`config.mk`:
```
export PLATFORM = sky130hd
export DESIGN_NAME = doc_top
export DESIGN_NICKNAME = d
export VERILOG_FILES = /design/src/doc_pkg.sv /design/src/doc_top.sv
export VERILOG_INCLUDE_DIRS = /design/src /design/src/src
export SDC_FILE = /design/constraint.sdc
export NUM_CORES = 2
export LEC_CHECK = 0
export BUFFER_PORTS_ARGS = -buffer_cell sky130_fd_sc_hd__buf_2
export CORE_UTILIZATION = 40
export DETAILED_ROUTE_END_ITERATION = 7
export PLACE_DENSITY_LB_ADDON = 0.1
export SKIP_LAST_GASP = 1
export SLEW_MARGIN = 15
export SYNTH_ARGS = -nofsm -noshare
export SYNTH_HDL_FRONTEND = slang
export SYNTH_SLANG_ARGS = --single-unit
```
`constraint.sdc`:
```
create_clock -name pclk -period 11.81 [get_ports pclk]
set_input_delay 3.543 -clock pclk [delete_from_list [all_inputs] [get_ports pclk]]
set_output_delay 3.543 -clock pclk [all_outputs]
set_load 0.02 [all_outputs]
```
`src/doc_defs.svh`:
```
/*
  constants of the drive output conditioning block: register map, reset
  values, setting ranges, scales and time bases.
  assumes a 40 MHz pclk and a 32-bit APB register bus.
*/
`ifndef DOC_DEFS_SVH
`define DOC_DEFS_SVH

// ==========================================================
// register word indices (byte address = index * 4)
`define DOC_IX_PF_SRC 4'h0
`define DOC_IX_AO1_SRC 4'h1
`define DOC_IX_AO2_SRC 4'h2
`define DOC_IX_PF_MAX 4'h3
`define DOC_IX_AO1_OFS 4'h4
`define DOC_IX_AO1_GAIN 4'h5
`define DOC_IX_AO2_OFS 4'h6
`define DOC_IX_AO2_GAIN 4'h7
`define DOC_IX_DLY_FIRST 4'h8
`define DOC_IX_DLY_LAST 4'hC
`define DOC_IX_POLARITY 4'hD
`define DOC_IX_PF_STATUS 4'hE
`define DOC_IX_SW_STATUS 4'hF
`define DOC_NUM_CFG 14

// ==========================================================
// reset values
`define DOC_RST_AO2_SRC 16'h0001
`define DOC_RST_PF_MAX 16'h1388
`define DOC_RST_GAIN 16'h0064
`define DOC_RST_ZERO 16'h0000

// ==========================================================
// setting ranges
`define DOC_SRC_MAX 16'h0010
`define DOC_PF_MIN 16'h0001
`define DOC_PF_LIMIT 16'h2710
`define DOC_COEF_LIMIT 16'h03E8
`define DOC_DLY_LIMIT 16'h8CA0

// ==========================================================
// scales: 0.1 % steps, 0.01 units for gain, 0.001 % analog level
`define DOC_PCT_FULL 32'h0000_03E8
`define DOC_PCT_SAT 11'h3E8
`define DOC_OFS_SCALE 32'h0000_0064
`define DOC_AO_FULL 32'h0001_86A0
`define DOC_FS_PULSE_IN 32'h0000_2710
`define DOC_FS_AIN 32'h0000_03E8
`define DOC_FS_CURRENT_A 32'h0000_2710
`define DOC_FS_VOLT_V 32'h0000_2710
`define DOC_DIV_STEPS 6'h20

// ==========================================================
// time bases
`define DOC_CLK_HZ 40000000
`define DOC_CLK_PERIOD_NS 25
`define DOC_PF_STEP_HZ 10
`define DOC_DLY_UNIT_NS 100000000

`endif

```
`src/doc_pkg.sv`:
```
/*
  types of the drive output conditioning block.
  used by doc_top only; constants stand in doc_defs.svh.
*/
package doc_pkg;

  // ==========================================================
  // scaler sequencer states
  typedef enum logic [2:0] {
    ST_LOAD = 3'b001,
    ST_DIV = 3'b010,
    ST_STORE = 3'b100
  } doc_state_t;

  typedef logic [15:0] doc_word_t;

endpackage : doc_pkg

```
`src/doc_top.sv`:
```
/*
  drive output conditioning: source selection and scaling for the pulse
  output and two analog outputs, gain/offset correction, switched output
  delay and polarity, APB register file.
  assumes quantities from the drive core are synchronous to pclk and
  that the analog converters take a 0..100000 code for 0..10 V / 20 mA.
*/
// Register access over APB and the placing of the registers were chosen for this implementation.
// Function
// pulse output runs from 0.01 kHz up to the programmed maximum.
// maximum pulse frequency accepts 0.01..100.00 kHz, resets to 50.00 kHz.
// each output maps its source to 0..100 %; codes 0,1 use max frequency.
// codes 2,3,4 reach full scale at twice rated current, torque, power.
// code 5 reaches full scale at 1.2 times rated drive voltage.
// code 16 spans -2..+2 rated torque; code 14 spans 0..1000.0 A.
// codes 10, 11 scale to maximum length and maximum count.
// code 13 scales to the speed at maximum output frequency.
// analog level equals gain times standard output plus offset.
// offset 100 % equals full 10 V / 20 mA; range -100..100 %, reset 0.
// gain range -10.00..10.00, reset 1.00, may invert the curve.
// standard analog output spans full range for 0..100 % source.
// each switched output has its own 0..3600.0 s delay, reset 0.
// polarity word holds five decimal digits, one per switched output.
// digit 0 closes terminal to common return while function active.
// digit 1 inverts: terminal open while active, closed while inactive.
// corrected analog level is clamped to the physical range.
// a reversal before the delay expires restarts the delay.
`timescale 1ns/10ps
`default_nettype none
`include "doc_defs.svh"

module doc_top #(
  parameter int unsigned DLY_TICK_CYC = `DOC_DLY_UNIT_NS / `DOC_CLK_PERIOD_NS,
  parameter int unsigned PF_HALF_CYC = `DOC_CLK_HZ / (`DOC_PF_STEP_HZ * 2)
) (
  // clock and reset
  input wire logic pclk,
  input wire logic presetn,
  // apb slave
  input wire logic psel,
  input wire logic penable,
  input wire logic pwrite,
  input wire logic [7:0] paddr,
  input wire logic [31:0] pwdata,
  output logic [31:0] prdata,
  output logic pready,
  output logic pslverr,
  // drive quantities
  input wire logic [15:0] run_freq,
  input wire logic [15:0] set_freq,
  input wire logic [15:0] out_current,
  input wire logic [15:0] out_torque,
  input wire logic [15:0] out_power,
  input wire logic [15:0] out_voltage,
  input wire logic [15:0] pulse_in_freq,
  input wire logic [15:0] analog_in_1,
  input wire logic [15:0] analog_in_2,
  input wire logic [15:0] analog_in_3,
  input wire logic [15:0] length_value,
  input wire logic [15:0] count_value,
  input wire logic [15:0] comm_value,
  input wire logic [15:0] motor_speed,
  // full-scale references
  input wire logic [15:0] max_out_freq,
  input wire logic [15:0] rated_current,
  input wire logic [15:0] rated_torque,
  input wire logic [15:0] rated_power,
  input wire logic [15:0] rated_voltage,
  input wire logic [15:0] max_length,
  input wire logic [15:0] max_count,
  input wire logic [15:0] max_speed,
  // switched output functions, active high
  input wire logic [4:0] func_active,
  // terminals
  output logic pulse_terminal,
  output logic [16:0] analog_out_1,
  output logic [16:0] analog_out_2,
  output logic open_collector_output,
  output logic relay_1_closed,
  output logic relay_2_closed,
  output logic digital_out_1,
  output logic digital_out_2
);

  // ==========================================================
  // helpers
  function automatic logic [3:0] fn_digit(input logic [15:0] v,
                                          input int unsigned n);
    int unsigned p;
    p = 1;
    for (int i = 0; i < 5; i++) begin
      if (i < n) begin
        p = p * 10;
      end
    end
    return 4'((32'(v) / p) % 10);
  endfunction : fn_digit

  function automatic logic fn_in_sym(input logic [15:0] v,
                                     input logic [15:0] lim);
    return ($signed(v) <= $signed(lim)) && ($signed(v) >= -$signed(lim));
  endfunction : fn_in_sym

  function automatic logic fn_write_ok(input logic [3:0] ix,
                                       input logic [15:0] v);
    logic ok;
    ok = 1'b1;
    if (ix <= `DOC_IX_AO2_SRC) begin
      ok = (v <= `DOC_SRC_MAX);
    end else if (ix == `DOC_IX_PF_MAX) begin
      ok = (v >= `DOC_PF_MIN) && (v <= `DOC_PF_LIMIT);
    end else if (ix <= `DOC_IX_AO2_GAIN) begin
      ok = fn_in_sym(v, `DOC_COEF_LIMIT);
    end else if (ix <= `DOC_IX_DLY_LAST) begin
      ok = (v <= `DOC_DLY_LIMIT);
    end else if (ix == `DOC_IX_POLARITY) begin
      for (int i = 0; i < 5; i++) begin
        ok = ok && (fn_digit(v, i) <= 4'h1);
      end
    end else begin
      ok = 1'b0;
    end
    return ok;
  endfunction : fn_write_ok

  function automatic logic [15:0] fn_reset_val(input int unsigned ix);
    logic [15:0] v;
    v = `DOC_RST_ZERO;
    if (4'(ix) == `DOC_IX_AO2_SRC) begin
      v = `DOC_RST_AO2_SRC;
    end else if (4'(ix) == `DOC_IX_PF_MAX) begin
      v = `DOC_RST_PF_MAX;
    end else if (4'(ix) == `DOC_IX_AO1_GAIN || 4'(ix) == `DOC_IX_AO2_GAIN) begin
      v = `DOC_RST_GAIN;
    end
    return v;
  endfunction : fn_reset_val

  // level in 0.001 % of full scale: 0.01 gain * 0.1 % source
  function automatic logic [16:0] fn_ao(input logic [10:0] pct,
                                        input logic [15:0] gain,
                                        input logic [15:0] ofs);
    logic signed [31:0] y;
    y = $signed({{16{gain[15]}}, gain}) * $signed({21'h0, pct})
        + $signed({{16{ofs[15]}}, ofs}) * $signed(`DOC_OFS_SCALE);
    if (y < 0) begin
      y = 0;
    end else if (y > $signed(`DOC_AO_FULL)) begin
      y = $signed(`DOC_AO_FULL);
    end
    return y[16:0];
  endfunction : fn_ao

  // ==========================================================
  // apb register file
  doc_pkg::doc_word_t cfg_q [0:`DOC_NUM_CFG-1];
  logic [31:0] prdata_q;
  logic pslverr_q;
  logic [3:0] ix;
  logic mapped;
  logic setup;
  logic access;
  logic [13:0] pf_freq_q;
  logic [4:0] shown_q;
  logic [4:0] term_q;

  assign ix = paddr[5:2];
  assign mapped = (paddr[1:0] == 2'h0) && (paddr[7:6] == 2'h0);
  assign setup = psel && !penable;
  assign access = psel && penable;
  assign pready = 1'b1;
  assign prdata = prdata_q;
  assign pslverr = pslverr_q;

  // answer is prepared in the setup cycle so that data leaves a flop
  always_ff @(posedge pclk or negedge presetn) begin
    if (!presetn) begin
      prdata_q <= 32'h0000_0000;
      pslverr_q <= 1'b0;
    end else if (setup) begin
      prdata_q <= 32'h0000_0000;
      pslverr_q <= !mapped;
      if (mapped && pwrite) begin
        pslverr_q <= !fn_write_ok(ix, pwdata[15:0]);
      end else if (mapped && ix == `DOC_IX_PF_STATUS) begin
        prdata_q <= {18'h0, pf_freq_q};
      end else if (mapped && ix == `DOC_IX_SW_STATUS) begin
        prdata_q <= {19'h0, term_q, 3'h0, shown_q};
      end else if (mapped) begin
        prdata_q <= {16'h0, cfg_q[ix]};
      end
    end
  end

  // out-of-range writes are refused and leave the old setting
  always_ff @(posedge pclk or negedge presetn) begin
    if (!presetn) begin
      for (int i = 0; i < `DOC_NUM_CFG; i++) begin
        cfg_q[i] <= fn_reset_val(i);
      end
    end else if (access && pwrite && mapped && !pslverr_q) begin
      cfg_q[ix] <= pwdata[15:0];
    end
  end

  // ==========================================================
  // source scaling: one shared divider serves four jobs in turn
  doc_pkg::doc_state_t state_q;
  logic [1:0] job_q;
  logic [31:0] rem_q;
  logic [31:0] quo_q;
  logic [31:0] den_q;
  logic [5:0] step_q;
  logic [10:0] pct_q [0:2];
  logic [15:0] src;
  logic [31:0] num;
  logic [31:0] den;
  logic signed [31:0] tq_shift;
  logic [15:0] tq_abs;
  logic [32:0] rem_sh;

  always_comb begin
    src = cfg_q[job_q == 2'h3 ? 2'h0 : job_q];
    tq_abs = out_torque[15] ? 16'(-out_torque) : out_torque;
    tq_shift = $signed({{16{out_torque[15]}}, out_torque})
               + $signed({15'h0, rated_torque, 1'b0});
    num = 32'h0;
    den = 32'h0;
    unique case (src)
      16'h0000: begin num = {16'h0, run_freq}; den = {16'h0, max_out_freq}; end
      16'h0001: begin num = {16'h0, set_freq}; den = {16'h0, max_out_freq}; end
      16'h0002: begin num = {16'h0, out_current}; den = {15'h0, rated_current, 1'b0}; end
      16'h0003: begin num = {16'h0, tq_abs}; den = {15'h0, rated_torque, 1'b0}; end
      16'h0004: begin num = {16'h0, out_power}; den = {15'h0, rated_power, 1'b0}; end
      16'h0005: begin
        num = 32'({16'h0, out_voltage} * 32'h5);
        den = 32'({16'h0, rated_voltage} * 32'h6);
      end
      16'h0006: begin num = {16'h0, pulse_in_freq}; den = `DOC_FS_PULSE_IN; end
      16'h0007: begin num = {16'h0, analog_in_1}; den = `DOC_FS_AIN; end
      16'h0008: begin num = {16'h0, analog_in_2}; den = `DOC_FS_AIN; end
      16'h0009: begin num = {16'h0, analog_in_3}; den = `DOC_FS_AIN; end
      16'h000A: begin num = {16'h0, length_value}; den = {16'h0, max_length}; end
      16'h000B: begin num = {16'h0, count_value}; den = {16'h0, max_count}; end
      16'h000C: begin num = {16'h0, comm_value}; den = `DOC_PCT_FULL; end
      16'h000D: begin num = {16'h0, motor_speed}; den = {16'h0, max_speed}; end
      16'h000E: begin num = {16'h0, out_current}; den = `DOC_FS_CURRENT_A; end
      16'h000F: begin num = {16'h0, out_voltage}; den = `DOC_FS_VOLT_V; end
      16'h0010: begin
        num = tq_shift[31] ? 32'h0 : tq_shift;
        den = {14'h0, rated_torque, 2'h0};
      end
      default: begin num = 32'h0; den = 32'h0; end
    endcase
    if (job_q == 2'h3) begin
      // pulse rate = min + pct * (max - min), in 0.01 kHz
      num = 32'({21'h0, pct_q[0]} * {16'h0, cfg_q[`DOC_IX_PF_MAX] - 16'h1});
      den = `DOC_PCT_FULL;
    end else begin
      num = 32'(num * `DOC_PCT_FULL);
    end
    rem_sh = {rem_q, quo_q[31]};
  end

  always_ff @(posedge pclk or negedge presetn) begin
    if (!presetn) begin
      state_q <= doc_pkg::ST_LOAD;
      job_q <= 2'h0;
      rem_q <= 32'h0;
      quo_q <= 32'h0;
      den_q <= 32'h0;
      step_q <= 6'h0;
    end else begin
      unique case (state_q)
        doc_pkg::ST_LOAD: begin
          rem_q <= 32'h0;
          quo_q <= num;
          den_q <= den;
          step_q <= 6'h0;
          state_q <= doc_pkg::ST_DIV;
        end
        doc_pkg::ST_DIV: begin
          if ({1'b0, den_q} <= rem_sh) begin
            rem_q <= 32'(rem_sh - {1'b0, den_q});
            quo_q <= {quo_q[30:0], 1'b1};
          end else begin
            rem_q <= rem_sh[31:0];
            quo_q <= {quo_q[30:0], 1'b0};
          end
          step_q <= step_q + 6'h1;
          if (step_q == `DOC_DIV_STEPS - 6'h1) begin
            state_q <= doc_pkg::ST_STORE;
          end
        end
        doc_pkg::ST_STORE: begin
          job_q <= job_q + 2'h1;
          state_q <= doc_pkg::ST_LOAD;
        end
      endcase
    end
  end

  // a zero full-scale reference reads as 0 %; above full scale saturates
  always_ff @(posedge pclk or negedge presetn) begin
    if (!presetn) begin
      for (int i = 0; i < 3; i++) begin
        pct_q[i] <= 11'h0;
      end
      pf_freq_q <= 14'h1;
    end else if (state_q == doc_pkg::ST_STORE) begin
      if (job_q == 2'h3) begin
        pf_freq_q <= 14'(quo_q + 32'h1);
      end else if (den_q == 32'h0) begin
        pct_q[job_q] <= 11'h0;
      end else if (quo_q > `DOC_PCT_FULL) begin
        pct_q[job_q] <= `DOC_PCT_SAT;
      end else begin
        pct_q[job_q] <= quo_q[10:0];
      end
    end
  end

  // ==========================================================
  // analog outputs
  always_ff @(posedge pclk or negedge presetn) begin
    if (!presetn) begin
      analog_out_1 <= 17'h0;
      analog_out_2 <= 17'h0;
    end else begin
      analog_out_1 <= fn_ao(pct_q[1], cfg_q[`DOC_IX_AO1_GAIN],
                            cfg_q[`DOC_IX_AO1_OFS]);
      analog_out_2 <= fn_ao(pct_q[2], cfg_q[`DOC_IX_AO2_GAIN],
                            cfg_q[`DOC_IX_AO2_OFS]);
    end
  end

  // ==========================================================
  // pulse output: phase accumulator, one step per 10 Hz of rate
  logic [21:0] pf_acc_q;
  logic [21:0] pf_acc_nx;

  assign pf_acc_nx = pf_acc_q + {8'h0, pf_freq_q};

  always_ff @(posedge pclk or negedge presetn) begin
    if (!presetn) begin
      pf_acc_q <= 22'h0;
      pulse_terminal <= 1'b0;
    end else if (pf_acc_nx >= 22'(PF_HALF_CYC)) begin
      pf_acc_q <= pf_acc_nx - 22'(PF_HALF_CYC);
      pulse_terminal <= !pulse_terminal;
    end else begin
      pf_acc_q <= pf_acc_nx;
    end
  end

  // ==========================================================
  // switched outputs: delay then polarity
  // the 0.1 s tick is shared, so a delay may run up to one tick short
  logic [31:0] tick_cnt_q;
  logic tick;
  logic [15:0] dly_cnt_q [0:4];

  assign tick = (tick_cnt_q == DLY_TICK_CYC - 1);

  always_ff @(posedge pclk or negedge presetn) begin
    if (!presetn) begin
      tick_cnt_q <= 32'h0;
    end else if (tick) begin
      tick_cnt_q <= 32'h0;
    end else begin
      tick_cnt_q <= tick_cnt_q + 32'h1;
    end
  end

  always_ff @(posedge pclk or negedge presetn) begin
    if (!presetn) begin
      shown_q <= 5'h0;
      for (int i = 0; i < 5; i++) begin
        dly_cnt_q[i] <= 16'h0;
      end
    end else begin
      for (int i = 0; i < 5; i++) begin
        if (func_active[i] == shown_q[i]) begin
          dly_cnt_q[i] <= 16'h0;
        end else if (dly_cnt_q[i] >= cfg_q[`DOC_IX_DLY_FIRST + 4'(i)]) begin
          shown_q[i] <= func_active[i];
          dly_cnt_q[i] <= 16'h0;
        end else if (tick) begin
          dly_cnt_q[i] <= dly_cnt_q[i] + 16'h1;
        end
      end
    end
  end

  always_ff @(posedge pclk or negedge presetn) begin
    if (!presetn) begin
      term_q <= 5'h0;
    end else begin
      for (int i = 0; i < 5; i++) begin
        // conduct when active, or when inactive if inverted
        term_q[i] <= shown_q[i]
                     ^ (fn_digit(cfg_q[`DOC_IX_POLARITY], i) == 4'h1);
      end
    end
  end

  assign open_collector_output = term_q[0];
  assign relay_1_closed = term_q[1];
  assign relay_2_closed = term_q[2];
  assign digital_out_1 = term_q[3];
  assign digital_out_2 = term_q[4];

endmodule : doc_top

`default_nettype wire

```
* Word-level counts from Yosys, hierarchy flattened
Index checks and enable logic that the tools add are counted.
** Cells by class
- Add/subtract/negate cells :: 17
- $mul :: 11
- Div/mod/pow operators :: 18
- Order comparisons :: 31
- Eq/ne operators :: 37
- Mux-type cells :: 89
- Bitwise gates (word level) :: 19
- Reductions and logical operators :: 43
** Operator list (count)
- 2-to-1 mux 32 bit :: 33
- one-hot mux 31 bit (16 select lines) :: 1
- 2-to-1 mux 16 bit :: 24
- modulo 32 x 4 -> 32 bit (second input constant) :: 8
- bitwise mux 224 bit :: 1
- one-hot mux 19 bit (11 select lines) :: 1
- divider 16 x 32 -> 32 bit :: 4
- equality test 16 x 4 -> 1 bit (second input constant) :: 8
- one-hot mux 32 bit (2 select lines) :: 2
- multiplier 32 x 3 -> 31 bit (second input constant) :: 3
- adder 16 x 1 -> 16 bit (second input constant) :: 5
- >= comparator 16 bit :: 5
- 2-to-1 mux 17 bit :: 4
- 2-to-1 mux 33 bit :: 2
- binary-select mux 16 bit (select 4 bit) :: 1
- demux 16 bit (select 4 bit) :: 1
- equality test 16 x 3 -> 1 bit (second input constant) :: 4
- modulo 16 x 4 -> 32 bit (second input constant) :: 2
- adder 28 x 24 -> 29 bit :: 2
- > comparator 29 x 18 -> 1 bit (second input constant) :: 2
- less-than comparator 29 x 1 -> 1 bit (second input constant) :: 2
- multiplier 16 x 12 -> 28 bit :: 2
- binary-select mux 16 bit (select 3 bit) :: 1
- multiplier 16 x 6 -> 22 bit (second input constant) :: 2
- 80 further kinds :: 145
** Storage, ports and cells
- Flip-flop bits (word level) :: 590
- Input port bits :: 402
- Output and inout port bits :: 74
- Logic and storage cells :: 307

* Longest topological paths before layout
- Depth in word-level cells :: 45
- Gate-level depth with buffers :: 53

* Worst setup path after synthesis
No wires, ideal clock.
- Kind :: in2reg
- Start point :: input pwdata[14]
- End point :: register pslverr_q, in the netlist pslverr
- Arrival time :: 14.313 ns
- Required time :: 11.700 ns
- Path slack :: -2.613 ns
- Cell stages on the path :: 48
- Path buffers :: 5
- Cell sequence :: nor2_1 inv_1 ha_1 nand2b_1 clkbuf_1 o21ai_1 nand2_1 o32a_1 a41oi_1 nand2_1 buf_6 nor2_2 o221ai_2 buf_6 nor2_1 a221oi_1 a311o_1 and4_1 (+12 left out) xnor2_2 nor2_1 o41ai_2 a2111oi_1 buf_4 xnor2_1 inv_1 ha_1 and3_1 nand4_1 o31ai_1 or2_1 nor2_1 xnor2_1 ha_1 nor4b_1 o311a_1 o41ai_1
** Between the ends
- Cells in the longest elaborated chain, start to end :: 16
- Elaborated cells between the ends (all ways) :: 35
- Classes of those cells :: div (9); order compare (11); mux (8); reduce/logical (7)
** RTL lines
- start, declared :: line doc_top.sv:44 : input wire logic [31:0] pwdata,
- divider 16 x 32 -> 32 bit :: line doc_top.sv:96 : return 4'((32'(v) / p) % 10);
- modulo 32 x 4 -> 32 bit :: line doc_top.sv:96
- less-or-equal comparator 4 x 1 -> 1 bit :: line doc_top.sv:118 : ok = ok && (fn_digit(v, i) <= 4'h1);
- logical AND 1 bit (4 in series) :: line doc_top.sv:118
- 2-to-1 mux 1 bit :: line doc_top.sv:116 : end else if (ix == `DOC_IX_POLARITY) begin
- 2-to-1 mux 1 bit :: line doc_top.sv:114 : end else if (ix <= `DOC_IX_DLY_LAST) begin
- 2-to-1 mux 1 bit :: line doc_top.sv:112 : end else if (ix <= `DOC_IX_AO2_GAIN) begin
- 2-to-1 mux 1 bit :: line doc_top.sv:110 : end else if (ix == `DOC_IX_PF_MAX) begin
- 2-to-1 mux 1 bit * :: line doc_top.sv:108 : if (ix <= `DOC_IX_AO2_SRC) begin
- 2-to-1 mux 1 bit * :: line doc_top.sv:183 : if (mapped && pwrite) begin
- 2-to-1 mux 1 bit * :: line doc_top.sv:180 : end else if (setup) begin
- zero test 1 bit * :: line doc_top.sv:184 : pslverr_q <= !fn_write_ok(ix, pwdata[15:0]);
- 2-to-1 mux 1 bit * :: line doc_top.sv:183
- end signal, assigned :: line doc_top.sv:182 : pslverr_q <= !mapped;
- end signal, assigned :: line doc_top.sv:184
- end, declared :: line doc_top.sv:158 : logic pslverr_q;
Every way passes the cells marked *; elsewhere a longest branch is shown, timed or not. The select of a mux whose other input is x is not followed.
A chain may end at the register's enable or synchronous reset.

* Final worst setup path
- Start point :: input pwdata[13]
- End point :: register pslverr_q, in the netlist pslverr
Same word-level chain as after synthesis.

==> impl_metrics.yaml <==
status:
  outcome: "complete, but fails checks"
  failing_checks: "setup timing"
logic_synthesis:
  synth.yosys.seq_area_share_pct: 17.9
  synthDominantAreaCellType: "sky130_fd_sc_hd__dfrtp_1"
  synth_area_leaders: "sky130_fd_sc_hd__dfrtp_1, sky130_fd_sc_hd__fa_1, sky130_fd_sc_hd__ha_1, sky130_fd_sc_hd__inv_1, sky130_fd_sc_hd__nand2_1"
  netlist_area_um2: 78300
  synth_cells: 9387
  synth_cell_types: 131
  mean_area_per_synthesized_cell_um2: 8.34
  synth_async_sr_flop_share_pct: 100
  ys_dominant_reg_cell: "sky130_fd_sc_hd__dfrtp_1"
  post-synth-top-area-fraction_pct: 17.5
  synth_edf_count: 0
  yosys_warnings: 0
  postSynthRegisterBits: 561
setup_path:
  rr_endpoint: "term_q[1]"
  cp.required_ns: 12.35
  worst_path_dominant_cell_family: "compound AO/OA/AOI/OAI gates"
  crit_slowest_cell: "sky130_fd_sc_hd__or4_4"
  critPathBufInv: 14
  start_kind: "input port"
  worst-path-max-fanout: 5
  cpMostUsedCell: "sky130_fd_sc_hd__buf_4"
  setup.reg_to_reg.worst_slack_ns: 0.47
  cp.arrival_ns: 13.66
  critPathKind: "in -> reg"
  critPathCaptureType: "flop"
  r2r_cells: 45
  cpPeakStageDelay_ns: 0.49
  r2r-start: "cfg_q[15]"
die:
  core_area_um2: 195000
  placementRows: 162
  floorplan.initialDensity_pct: 40.2
  io-pin-count: 476
  die_width_um: 444
  die_y_um: 444
  design.die.area_um2: 198000
final_layout:
  finish.net_count: 12200
  final_cell_count_no_fill: 13300
  utilization_pct: 48.8
  syn_to_final_growth_pct: 21.3
  share_of_final_layout_standard_cells_stronger_than_drive_strength_1_pct: 22.4
  fillers: 19100
  design_area_um2: 95000
clocking:
  path_clk_slew_ns: 0.06
  htreeDepth: 3
  worstSkewPairLatency_ns: 0.68
  cts_buffers: 72
  clkSinkCount: 561
  clockRootBuffer: "sky130_fd_sc_hd__clkbuf_16"
  cts_tree: "yes"
  cts.path.max_buffers: 3
sta:
  worstMarginPinSlew_ns: 1.19
  setup_total_negative_slack_ns: -1.31
  setup_ws_ns: -1.31
  achievable-frequency_ghz: 0.0762
  timing.clock.skew_ns: 0.0399
  slew-limit-headroom_pct: 20.2
  post-route-period-util_pct: 111
  final_report_max_slew_violation_count: 0
  hold_viol: 0
  final.min_clock_period_ns: 13.12
  unrepaired_setup_endpoints_after_global_routing: "yes"
  hold_slack_ns: 0.468
  setup_failing_eps_final: 1
place:
  postPlaceCellArea_um2: 90700
  port_buffer_count: 442
  detailedPlacementHpwl_um: 223000
  gpl.final_weighted_congestion: 0.928
  detailedPlace.worstSlack_ns: -2.53
  numPlacedInstances: 13100
detailed_routing:
  dr_total_vias: 74000
  dr.first_iter.drc_count: 5915
  route.detailed.drc: 0
  drt-pass1-iter-count: 8
  route.detailed.vias_per_inst: 5.57
  drt.antenna.violating_nets: 0
  drt-total-wl_um: 280000
  avgRoutedWirePerCell_um: 21.0
power_and_ir_drop:
  total_leakage_power_nw: 44.8
  max-vdd-ir-drop_v: 0.000203
  pnr_total_power_mw: 14.0
  cellPowerDensity_nw_per_um2: 147
worst_hold_path:
  hold_path_depth: 1
  holdCritPathClass: "reg -> reg"
  hold_path.startpoint: "state_q[1]"
  worstHoldEndpoint: "state_q[0]"
grt:
  grt_pass1_wl_um: 429000
  pin_count_of_the_biggest_net_entering_global_routing: 152
  gr-total-overflow: 0
  grt_pass1_vias: 73000
  grt.total_usage_pct: 27.7
  number_of_antenna_violations_at_the_first_check_in_global_routing: 36
flow_run:
  max_cap_violations: 0
-- sequential cells by signal, indices dropped and copies added, names as in the netlist, 2 cells and up --
name / flops
cfg_q: 224
dly_cnt_q: 80
pct_q: 33
quo_q: 32
rem_q: 32
tick_cnt_q: 32
pf_acc_q: 22
den_q: 19
analog_out_1: 17
analog_out_2: 17
prdata: 16
pf_freq_q: 14
step_q: 6
shown_q: 5
term_q: 5
state_q: 3
job_q: 2
-- cell usage after synthesis, types with 194 or more instances --
| master | instances |
|---|---|
| sky130_fd_sc_hd__a21oi_1 | 438 |
| sky130_fd_sc_hd__and2_1 | 291 |
| sky130_fd_sc_hd__clkbuf_1 | 369 |
| sky130_fd_sc_hd__dfrtp_1 | 547 |
| sky130_fd_sc_hd__fa_1 | 596 |
| sky130_fd_sc_hd__ha_1 | 593 |
| sky130_fd_sc_hd__inv_1 | 1078 |
| sky130_fd_sc_hd__nand2_1 | 971 |
| sky130_fd_sc_hd__nand3_1 | 194 |
| sky130_fd_sc_hd__nor2_1 | 579 |
| sky130_fd_sc_hd__o21ai_0 | 546 |
| sky130_fd_sc_hd__xnor2_1 | 384 |
-- per-layer routing --
metal | share of wire [%] | vias to the layer above | GRT usage [%] | routed length [µm]
li1 | - | 35000 | - | -
met1 | 45 | 36600 | 38.3 | 126000
met2 | 46 | 1995 | 44.9 | 129000
met3 | 5.3 | 397 | 2.93 | 14900
met4 | 3.6 | 6 | 9.70 | 9950
met5 | 0.014 | - | 0 | 39
-- layout by cell type (no fill, tap or decap), drive strengths merged, types with 195 or more instances in the layout --
cell	synthesis	routed
dfrtp	547	547
inv	1081	1089
o21ai	564	564
and2	296	296
a21oi	445	445
nor2	584	584
ha	593	593
fa	596	596
xnor2	387	387
nand2	975	975
nand3	195	195
buf	124	1622
-- area by class of cell --
| type | instances | area (µm²) | share of cell area (%) |
|---|---|---|---|
| well taps | 2624 | 3280 | 3.46 |
| repair buffers | 1623 | 11300 | 11.9 |
| clock inverters | 22 | 264 | 0.278 |
| multi-input cells | 7261 | 59900 | 63.0 |
| diodes | 19 | 47.5 | 0.0500 |
| clock buffers | 106 | 2130 | 2.24 |
| inverters | 1087 | 4080 | 4.30 |
| flip-flops and latches | 561 | 14100 | 14.8 |
-- repair_timing --
| item | in CTS | in global routing |
|---|---|---|
| resized for setup | 92 | 199 |
| endpoints found under the setup margin | 6 | 12 |
| hold buffers | 0 | 0 |
| pin swaps | 54 | 136 |
| endpoints found under the hold margin | 0 | 0 |
| cloned | 1 | 0 |
| setup buffers | 31 | 36 |
-- worst max path at each step --
stage	startpoint	endpoint	slack [ns]	depth (start not counted)
finish	pwdata[13]	pslverr	-1.31	51
global route	pwdata[13]	pslverr	-1.68	51
CTS	pwdata[14]	pslverr	-1.10	51
global placement	pwdata[13]	pslverr	-2.36	48
detailed placement	pwdata[13]	pslverr	-2.53	48
floorplan	pwdata[13]	pslverr	-1.48	48
-- where the power goes --
part | internal (mW) | switching (mW)
clock | 1.32 | 0.936
combinational | 4.66 | 4.92
sequential | 2.05 | 0.122
total | 8.03 | 5.98
-- logic make-up (layout without fill, tap and decap cells) --
group	Yosys count	in the layout	synth area share (%)
and+or+nand+nor	2931	2931	18.3
adders and majority gates	1225	1225	25.2
other	2	36	0.00959
DFF	561	561	17.9
muxes	297	297	4.92
AOI/OAI and AO/OA	2255	2256	19.5
xor gates and xnor gates	535	535	6.01
buffers and inverters	1581	2838	8.12
No activity file was read; power rests on OpenSTA's default activity.
